## src/hdl/switch_ctrl_map.svh

```systemverilog
/*
 * Register offsets, field positions, reset values and timing figures of the
 * global switch control bank.
 * Assumes inclusion by bare name; holds definitions only.
 */
`ifndef SWITCH_CTRL_MAP_SVH
`define SWITCH_CTRL_MAP_SVH

// ------------------------------------------------------------------
// Register offsets
// ------------------------------------------------------------------
`define OFS_FILTER_IPMC_CTRL    8'h86
`define OFS_RATE_LIMIT_CTRL     8'h87
`define OFS_DSCP_MAP_BASE       8'h90
`define OFS_DSCP_MAP_CODES_4_7  8'h91

// ------------------------------------------------------------------
// Field positions
// ------------------------------------------------------------------
`define BIT_SELF_FILTER_EN      6
`define BIT_IPMC_FWD_EN         5
`define FLD_IPMC_MAP_HI         4
`define FLD_IPMC_MAP_LO         0
`define FLD_RL_PERIOD_HI        5
`define FLD_RL_PERIOD_LO        4
`define BIT_EGR_QUEUE_MODE      3
`define BIT_MAC_GROUP           40

// ------------------------------------------------------------------
// Reset values
// ------------------------------------------------------------------
`define RST_SELF_FILTER_EN      1'b0
`define RST_IPMC_FWD_EN         1'b0
`define RST_IPMC_MAP            5'h00
`define RST_RL_PERIOD           2'h1
`define RST_EGR_QUEUE_MODE      1'b0
`define RST_DSCP_MAP            8'h00
`define RD_UNMAPPED             8'h00
`define RST_FRAME_PRIO          2'h0
`define RST_QUEUE_SEL           4'h1

// ------------------------------------------------------------------
// Timing
// ------------------------------------------------------------------
`define CLK_KHZ                 10000
`define RL_PERIOD_SHORT_MS      16
`define RL_PERIOD_MID_MS        64
`define RL_PERIOD_LONG_MS       256

`endif

```

## src/hdl/switch_ctrl_pkg.sv

```systemverilog
/*
 * Types shared by the switch control bank and its DSCP lookup.
 * Assumes nothing beyond a SystemVerilog compiler.
 */
package switch_ctrl_pkg;

    typedef logic [1:0] prio_t;
    typedef logic [5:0] dscp_code_t;

    typedef enum logic [1:0] {
        PERIOD_SHORT,
        PERIOD_MID,
        PERIOD_LONG
    } rl_period_t;

endpackage

```

## src/hdl/dscp_lookup_if.sv

```systemverilog
/*
 * Carrier between the control bank and the DSCP priority lookup.
 * Assumes both ends run on the same clock.
 */
`timescale 1ns/1ps

interface dscp_lookup_if #(
    parameter int ENTRIES = 64
);
    logic [2*ENTRIES-1:0] map_bits;
    logic                 req_valid;
    logic [5:0]           req_code;
    logic                 res_valid;
    logic [1:0]           res_prio;
    logic [3:0]           res_queue;

    modport ctrl (output map_bits, req_valid, req_code,
                  input  res_valid, res_prio, res_queue);
    modport lkp  (input  map_bits, req_valid, req_code,
                  output res_valid, res_prio, res_queue);
endinterface

```

## src/hdl/dscp_lookup.sv

```systemverilog
/*
 * DSCP to priority lookup: picks one two-bit entry out of the flat map
 * and turns it into a one-hot egress queue select.
 * Assumes the map is held stable by the control bank.
 */
`timescale 1ns/1ps

`include "switch_ctrl_map.svh"

module dscp_lookup
    import switch_ctrl_pkg::*;
#(
    parameter int ENTRIES = 64
) (
    // Clock and reset
    input  wire logic  mclk,
    input  wire logic  rst,
    // Lookup port
    dscp_lookup_if.lkp lk
);

    prio_t prio_d;
    logic  valid_q;
    prio_t prio_q;
    logic [3:0] queue_q;

    // Code n sits in bits 2n+1..2n of the map
    assign prio_d = lk.map_bits[{lk.req_code, 1'b0} +: 2];

    always_ff @(posedge mclk) begin
        if (rst) begin
            valid_q <= 1'b0;
        end else begin
            valid_q <= lk.req_valid;
        end
    end

    always_ff @(posedge mclk) begin
        if (rst) begin
            prio_q  <= `RST_FRAME_PRIO;
            queue_q <= `RST_QUEUE_SEL;
        end else if (lk.req_valid) begin
            prio_q  <= prio_d;
            queue_q <= 4'h1 << prio_d;
        end
    end

    assign lk.res_valid = valid_q;
    assign lk.res_prio  = prio_q;
    assign lk.res_queue = queue_q;

endmodule

```

## src/hdl/switch_ctrl_bank.sv

```systemverilog
/*
 * Global switch control bank: self-address filter, unknown IP multicast
 * forwarding, ingress rate-limit period timer, egress rate-limit mode and
 * the DSCP priority map with its lookup.
 * Assumes a simple strobe register port and frame-side requests from logic
 * on the same core clock, so no synchronisers are needed on them.
 * Assumes the self MAC address is held by a neighbouring bank and arrives
 * here as a steady word; the consumers of the settings sit outside.
 */
// Our own choice: the strobed register port.
`timescale 1ns/1ps

`include "switch_ctrl_map.svh"

module switch_ctrl_bank
    import switch_ctrl_pkg::*;
#(
    parameter int NUM_PORTS     = 5,
    parameter int MAP_REGS      = 16,
    parameter int PERIOD_SHORT  = `RL_PERIOD_SHORT_MS * `CLK_KHZ,
    parameter int PERIOD_MID    = `RL_PERIOD_MID_MS * `CLK_KHZ,
    parameter int PERIOD_LONG   = `RL_PERIOD_LONG_MS * `CLK_KHZ
) (
    // Clock and reset
    input  wire logic                 mclk,
    input  wire logic                 rst,
    // Register port
    input  wire logic [7:0]           reg_addr,
    input  wire logic [7:0]           reg_wdata,
    input  wire logic                 reg_wr,
    input  wire logic                 reg_rd,
    output logic      [7:0]           reg_rdata,
    // Self address, held outside this bank
    input  wire logic [47:0]          self_mac,
    // Egress filter request and verdict
    input  wire logic                 egr_valid,
    input  wire logic [47:0]          egr_dest_mac,
    output logic                      egr_verdict_valid,
    output logic                      egr_drop,
    // Unknown IP multicast request and forward set
    input  wire logic                 ipmc_valid,
    output logic                      ipmc_res_valid,
    output logic                      ipmc_use_map,
    output logic      [NUM_PORTS-1:0] ipmc_port_mask,
    // Rate limiting
    output logic                      ingress_period_tick,
    output logic                      egress_queue_mode,
    // DSCP lookup request and result
    input  wire logic                 tos_valid,
    input  wire logic [7:0]           tos_byte,
    output logic                      prio_valid,
    output logic      [1:0]           frame_prio,
    output logic      [3:0]           queue_sel
);

    // ------------------------------------------------------------------
    // Control state
    // ------------------------------------------------------------------
    logic                 self_filter_en_q;
    logic                 ipmc_fwd_en_q;
    logic [NUM_PORTS-1:0] ipmc_map_q;
    logic [1:0]           rl_period_q;
    logic                 egr_queue_mode_q;
    logic [7:0]           dscp_map_q [MAP_REGS];
    logic [7:0]           rdata_q;

    logic                 wr_filter;
    logic                 wr_rate;
    logic                 wr_map;
    logic                 map_hit;
    logic [7:0]           map_index;
    logic [7:0]           rdata_d;

    assign wr_filter = reg_wr && (reg_addr == `OFS_FILTER_IPMC_CTRL);
    assign wr_rate   = reg_wr && (reg_addr == `OFS_RATE_LIMIT_CTRL);
    assign wr_map    = reg_wr && map_hit;
    assign map_index = reg_addr - `OFS_DSCP_MAP_BASE;
    assign map_hit   = (reg_addr >= `OFS_DSCP_MAP_BASE) &&
                       (map_index < 8'(MAP_REGS));

    // ------------------------------------------------------------------
    // Register writes
    // ------------------------------------------------------------------
    // Bit 7 is read-only; writes to it are dropped
    always_ff @(posedge mclk) begin
        if (rst) begin
            self_filter_en_q <= `RST_SELF_FILTER_EN;
        end else if (wr_filter) begin
            self_filter_en_q <= reg_wdata[`BIT_SELF_FILTER_EN];
        end
    end

    always_ff @(posedge mclk) begin
        if (rst) begin
            ipmc_fwd_en_q <= `RST_IPMC_FWD_EN;
        end else if (wr_filter) begin
            ipmc_fwd_en_q <= reg_wdata[`BIT_IPMC_FWD_EN];
        end
    end

    always_ff @(posedge mclk) begin
        if (rst) begin
            ipmc_map_q <= `RST_IPMC_MAP;
        end else if (wr_filter) begin
            ipmc_map_q <= reg_wdata[`FLD_IPMC_MAP_HI:`FLD_IPMC_MAP_LO];
        end
    end

    // Bits 7-6 reserved, bits 2-0 not implemented here
    always_ff @(posedge mclk) begin
        if (rst) begin
            rl_period_q <= `RST_RL_PERIOD;
        end else if (wr_rate) begin
            rl_period_q <= reg_wdata[`FLD_RL_PERIOD_HI:`FLD_RL_PERIOD_LO];
        end
    end

    always_ff @(posedge mclk) begin
        if (rst) begin
            egr_queue_mode_q <= `RST_EGR_QUEUE_MODE;
        end else if (wr_rate) begin
            egr_queue_mode_q <= reg_wdata[`BIT_EGR_QUEUE_MODE];
        end
    end

    always_ff @(posedge mclk) begin
        if (rst) begin
            for (int i = 0; i < MAP_REGS; i++) begin
                dscp_map_q[i] <= `RST_DSCP_MAP;
            end
        end else if (wr_map) begin
            dscp_map_q[map_index[3:0]] <= reg_wdata;
        end
    end

    // ------------------------------------------------------------------
    // Register reads
    // ------------------------------------------------------------------
    // Data stand only in the cycle after the strobe; zero otherwise
    always_comb begin
        rdata_d = `RD_UNMAPPED;
        if (reg_rd) begin
            if (reg_addr == `OFS_FILTER_IPMC_CTRL) begin
                rdata_d = {1'b0, self_filter_en_q, ipmc_fwd_en_q, ipmc_map_q};
            end else if (reg_addr == `OFS_RATE_LIMIT_CTRL) begin
                rdata_d = {2'b00, rl_period_q, egr_queue_mode_q, 3'b000};
            end else if (map_hit) begin
                rdata_d = dscp_map_q[map_index[3:0]];
            end
        end
    end

    always_ff @(posedge mclk) begin
        if (rst) begin
            rdata_q <= `RD_UNMAPPED;
        end else begin
            rdata_q <= rdata_d;
        end
    end

    assign reg_rdata = rdata_q;

    // ------------------------------------------------------------------
    // Self-address filter
    // ------------------------------------------------------------------
    logic        egr_vld_q;
    logic        egr_drop_q;
    logic [47:0] group_mask;
    logic        self_hit;

    // Group bit ignored so the multicast form of the own address also hits
    assign group_mask = ~(48'h1 << `BIT_MAC_GROUP);
    assign self_hit   = (egr_dest_mac & group_mask) == (self_mac & group_mask);

    always_ff @(posedge mclk) begin
        if (rst) begin
            egr_vld_q <= 1'b0;
        end else begin
            egr_vld_q <= egr_valid;
        end
    end

    always_ff @(posedge mclk) begin
        if (rst) begin
            egr_drop_q <= 1'b0;
        end else if (egr_valid) begin
            egr_drop_q <= self_filter_en_q && self_hit;
        end
    end

    assign egr_verdict_valid = egr_vld_q;
    assign egr_drop          = egr_drop_q;

    // ------------------------------------------------------------------
    // Unknown IP multicast forwarding
    // ------------------------------------------------------------------
    logic                 ipmc_vld_q;
    logic                 ipmc_use_q;
    logic [NUM_PORTS-1:0] ipmc_mask_q;

    always_ff @(posedge mclk) begin
        if (rst) begin
            ipmc_vld_q <= 1'b0;
        end else begin
            ipmc_vld_q <= ipmc_valid;
        end
    end

    // Disabled: mask held zero and the switch falls back to default flooding
    always_ff @(posedge mclk) begin
        if (rst) begin
            ipmc_use_q <= 1'b0;
        end else if (ipmc_valid) begin
            ipmc_use_q <= ipmc_fwd_en_q;
        end
    end

    always_ff @(posedge mclk) begin
        if (rst) begin
            ipmc_mask_q <= '0;
        end else if (ipmc_valid) begin
            ipmc_mask_q <= ipmc_fwd_en_q ? ipmc_map_q : '0;
        end
    end

    assign ipmc_res_valid = ipmc_vld_q;
    assign ipmc_use_map   = ipmc_use_q;
    assign ipmc_port_mask = ipmc_mask_q;

    // ------------------------------------------------------------------
    // Ingress rate-limit period timer
    // ------------------------------------------------------------------
    rl_period_t  period_sel;
    logic [31:0] period_limit;
    logic [31:0] period_cnt_q;
    logic        period_end;
    logic        tick_q;

    // Enum names spelled out in full: the length parameters share them
    always_comb begin
        period_sel = rl_period_q[1] ? switch_ctrl_pkg::PERIOD_LONG :
                     (rl_period_q[0] ? switch_ctrl_pkg::PERIOD_MID :
                                       switch_ctrl_pkg::PERIOD_SHORT);
        case (period_sel)
            switch_ctrl_pkg::PERIOD_SHORT: period_limit = 32'(PERIOD_SHORT);
            switch_ctrl_pkg::PERIOD_MID:   period_limit = 32'(PERIOD_MID);
            switch_ctrl_pkg::PERIOD_LONG:  period_limit = 32'(PERIOD_LONG);
            default:                       period_limit = 32'(PERIOD_MID);
        endcase
    end

    assign period_end = (period_cnt_q >= period_limit - 32'h1);

    // Restart on a field write so a new period never runs on a stale count
    always_ff @(posedge mclk) begin
        if (rst || wr_rate || period_end) begin
            period_cnt_q <= 32'h0;
        end else begin
            period_cnt_q <= period_cnt_q + 32'h1;
        end
    end

    // No tick on a restart edge: the new period has only just begun
    always_ff @(posedge mclk) begin
        if (rst || wr_rate) begin
            tick_q <= 1'b0;
        end else begin
            tick_q <= period_end;
        end
    end

    assign ingress_period_tick = tick_q;
    assign egress_queue_mode   = egr_queue_mode_q;

    // ------------------------------------------------------------------
    // DSCP priority map and lookup
    // ------------------------------------------------------------------
    dscp_lookup_if #(.ENTRIES(4 * MAP_REGS)) lk_if ();

    for (genvar g = 0; g < MAP_REGS; g++) begin : g_map
        assign lk_if.map_bits[8*g +: 8] = dscp_map_q[g];
    end

    assign lk_if.req_valid = tos_valid;
    assign lk_if.req_code  = tos_byte[7:2];

    dscp_lookup #(
        .ENTRIES (4 * MAP_REGS)
    ) u_lookup (
        .mclk (mclk),
        .rst  (rst),
        .lk   (lk_if.lkp)
    );

    assign prio_valid = lk_if.res_valid;
    assign frame_prio = lk_if.res_prio;
    assign queue_sel  = lk_if.res_queue;

endmodule

```

## config.mk

```make
export PLATFORM = sky130hd
export DESIGN_NAME = switch_ctrl_bank
export DESIGN_NICKNAME = d
export VERILOG_FILES = /design/src/hdl/switch_ctrl_pkg.sv /design/src/hdl/dscp_lookup_if.sv /design/src/hdl/dscp_lookup.sv /design/src/hdl/switch_ctrl_bank.sv
export VERILOG_INCLUDE_DIRS = /design/src /design/src/hdl
export SDC_FILE = /design/constraint.sdc
export NUM_CORES = 1
export LEC_CHECK = 0
export ABC_CLOCK_PERIOD_IN_PS = 4700
export BUFFER_PORTS_ARGS = -buffer_cell sky130_fd_sc_hd__buf_2
export CORE_UTILIZATION = 40
export DETAILED_ROUTE_END_ITERATION = 8
export PLACE_DENSITY = 0.61
export SYNTH_ARGS = -nofsm -noshare
export SYNTH_HDL_FRONTEND = slang
export SYNTH_SLANG_ARGS = --single-unit
```

## constraint.sdc

```tcl
create_clock -name mclk -period 4.7 [get_ports mclk]
set_input_delay 0.94 -clock mclk [delete_from_list [all_inputs] [get_ports mclk]]
set_output_delay 0.94 -clock mclk [all_outputs]
set_load 0.05 [all_outputs]
```

==> metrics.md <==
| Metric | Value |
|---|---|
| Status | `finished clean` |
| Antenna violations before repair | `1` |
| CTS Hold Bufs | `0` |
| Die Y | `163 um` |
| Worst Skew | `0.00760 ns` |
| Overall Global Routing Usage | `20.1%` |
| Kind of critical path | `in -> reg` |
| Area delta synth->final | `16.2%` |
| I/O Buffers | `148` |
| Number of global-route vias before repair | `6895` |
| CTS tree | `built` |
| Cell area after layout | `12100 um^2` |
| Setup TNS | `0 ns` |
| First-pass GRT wire length | `39800 um` |
| 1st-iter DRT viols | `626` |
| Grt ovf | `0` |
| WHS | `0.469 ns` |
| Netlist cell types | `58` |
| Seq cells post-synth | `195` |
| Final setup fails | `0` |
| Post-CTS resize count | `0` |
| Power Density | `322 nW/um^2` |
| Crit Path Max Fanout | `35` |
| Min cycle time layout | `3.11 ns` |
| Top cells by area, synth | `edfxtp_1 (37%), dfxtp_1 (13%), mux4_2 (11%)` |
| Hpwl dp | `19400 um` |
| Hold Fails Final Rpt | `0` |
| H-tree Lvls | `4` |
| Fmax | `321 MHz` |
| CP startpoint kind | `primary input` |
| RSZ-0062 raised after global routing | `false` |
| EDFF count, synth | `128` |
| Routed vias/inst | `5.44` |
| Max Slew Vio Count | `0` |
| Pre-CTS setup slack | `1.12 ns` |
| IO Pins | `153` |
| Synth warnings | `0` |
| Max-cap violations | `0` |
| Yosys top cell by area | `edfxtp_1` |
| Mapped Area | `10400 um^2` |
| RePlAce Congestion | `0.841` |
| DR DRC count | `0` |
| Syn Inst Count | `821` |
| # rows | `58` |
| Ys flop type | `edfxtp_1` |
| Share of post-route cells with drive strength above 1 | `28.4%` |
| Routed Antenna Nets | `0` |
| Sequential area share after synthesis | `49.8%` |
| Syn Area/Cell | `12.7 um^2` |
| Core area | `25400 um^2` |
| Synth cell count leaders | `edfxtp_1 (128), and2_1 (125), dfxtp_1 (67)` |
| Final WS setup | `1.59 ns` |
| Crit path required time | `5.02 ns` |
| Worst-skew pair later-pin latency | `0.44 ns` |
| Most common cell in the synthesized netlist | `edfxtp_1` |
| Total iterations of the first detailed-routing run | `5` |
| CP arrival | `3.44 ns` |
| FF-to-FF Start | `rl_period_q[1]` |
| Hold WC Path Type | `reg -> reg` |
| DIE WIDTH | `163 um` |
| Routed WL | `25900 um` |
| Worst Setup End Kind | `flip-flop` |
| Tcrit/Tclk final | `66.2%` |
| Reg clk slew, reported paths | `0.07 ns` |
| Clock sink count | `195` |
| Synth async-reset ratio | `0%` |
| Die area | `26700 um^2` |
| Nets | `1110` |
| Starting Density | `41.0%` |
| Clock Path Buffers | `2` |
| Largest net degree at the start of global routing | `43` |
| Lkg Pwr | `4.56 nW` |
| Total CTS buffers | `17` |
| Worst vdd ir | `257 uV` |
| Rel. slew slack | `31.4%` |
| Total setup buffers inserted after CTS | `0` |
| CP startpoint | `reg_addr[0]` |
| Actual slew at the worst max-slew pin | `1.03 ns` |
| Hold Startpoint | `u_lookup.lk.res_queue[3]` |
| CTS root buf | `clkbuf_16` |
| Routed len/inst | `19.8 um` |
| Post-synth top area share | `36.9%` |
| Vias | `7145` |
| DP Area | `11500 um^2` |
area by class of cell:
class	instances	area, um^2
Tap cell	330	413
Timing Repair Buffer	163	853
Inverter	20	75.1
Fill cell	2317	13300
Multi-Input combinational cell	572	4960
Clock buffer	17	425
Sequential cell	195	5180
Antenna cell	1	2.50
Clock inverter	15	190
through the flow:
step,util [%],total power (W),instances
6_report,47.6,0.00389,1313
5_1_grt,47.6,0.00402,1312
4_1_cts,47.6,0.00392,1312
3_5_place_dp,45.2,0.00241,1280
3_3_place_gp,45.2,0.00240,1280
2_1_floorplan,-,0.00224,829
worst max-delay path, cell delays in order:
cell,delay (ns)
buf_2,0.77
buf_4,0.39
mux4_2,0.57
mux4_2,0.51
a21oi_1,0.18
nor2_1,0.05
power by group:
part | leakage, nW | switching [W] | internal, W
logic | 2.50 | 0.000238 | 0.000204
registers | 1.76 | 0.0000379 | 0.00189
clock network | 0.300 | 0.000713 | 0.000813
metal layers:
metal	GRT usage [%]	routed length [um]	vias up
li1	-	-	3368
met1	26.4	11300	3495
met2	33.5	12700	252
met3	4.09	1510	30
met4	5.65	467	0
met5	0	0	-
final timing paths:
| kind | end | slack [ns] | cells after the start |
|---|---|---|---|
| max | reg_rdata[3] | 1.59 | 6 |
| min | u_lookup.lk.res_queue[3] | 0.47 | 2 |
| max reg2reg | period_cnt_q[11] | 2.04 | 10 |
| min reg2reg | u_lookup.lk.res_queue[3] | 0.47 | 2 |
layout by cell type (no fill, tap or decap), types with 7 or more instances in the layout:
| master | synthesis | final |
|---|---|---|
| ha_1 | 14 | 14 |
| xnor2_1 | 56 | 56 |
| nand2_1 | 25 | 25 |
| edfxtp_1 | 128 | 128 |
| nand2b_1 | 9 | 9 |
| nor3_1 | 11 | 11 |
| mux2i_1 | 28 | 28 |
| xor2_1 | 7 | 7 |
| buf_2 | 6 | 148 |
| nor2_1 | 47 | 47 |
| or2_2 | 19 | 19 |
| dfxtp_1 | 67 | 67 |
| mux4_1 | 14 | 14 |
| nand3_1 | 16 | 16 |
| a22oi_1 | 12 | 12 |
| a21oi_1 | 13 | 13 |
| nor2b_1 | 12 | 12 |
| clkbuf_16 | 0 | 17 |
| nand4_1 | 14 | 14 |
| nor4_1 | 37 | 37 |
| mux4_2 | 52 | 52 |
| conb_1 | 2 | 10 |
| buf_4 | 7 | 15 |
| and2_1 | 125 | 125 |
| inv_1 | 20 | 20 |
sequential cells by signal (all words and copies together), names as in the netlist, 2 cells and up:
register,cells
u_lookup.lk.res_prio,2
ipmc_map_q,5
rl_period_q,2
period_cnt_q,32
reg_rdata,8
dscp_map_q,128
u_lookup.lk.res_queue,4
ipmc_port_mask,5
cells by family (layout without fill, tap and decap cells):
logic type | after synthesis | count (layout) | share of synthesized area (%)
compound gates | 59 | 59 | 4.11
buf+inv | 62 | 215 | 2.93
fa+ha+maj | 14 | 14 | 1.68
other cells | 2 | 11 | 0.0721
flops | 195 | 195 | 49.8
simple gates | 326 | 326 | 18.0
mux | 100 | 100 | 18.1
xor+xnor | 63 | 63 | 5.30
Note: power is estimated with default switching activity, not from simulation.
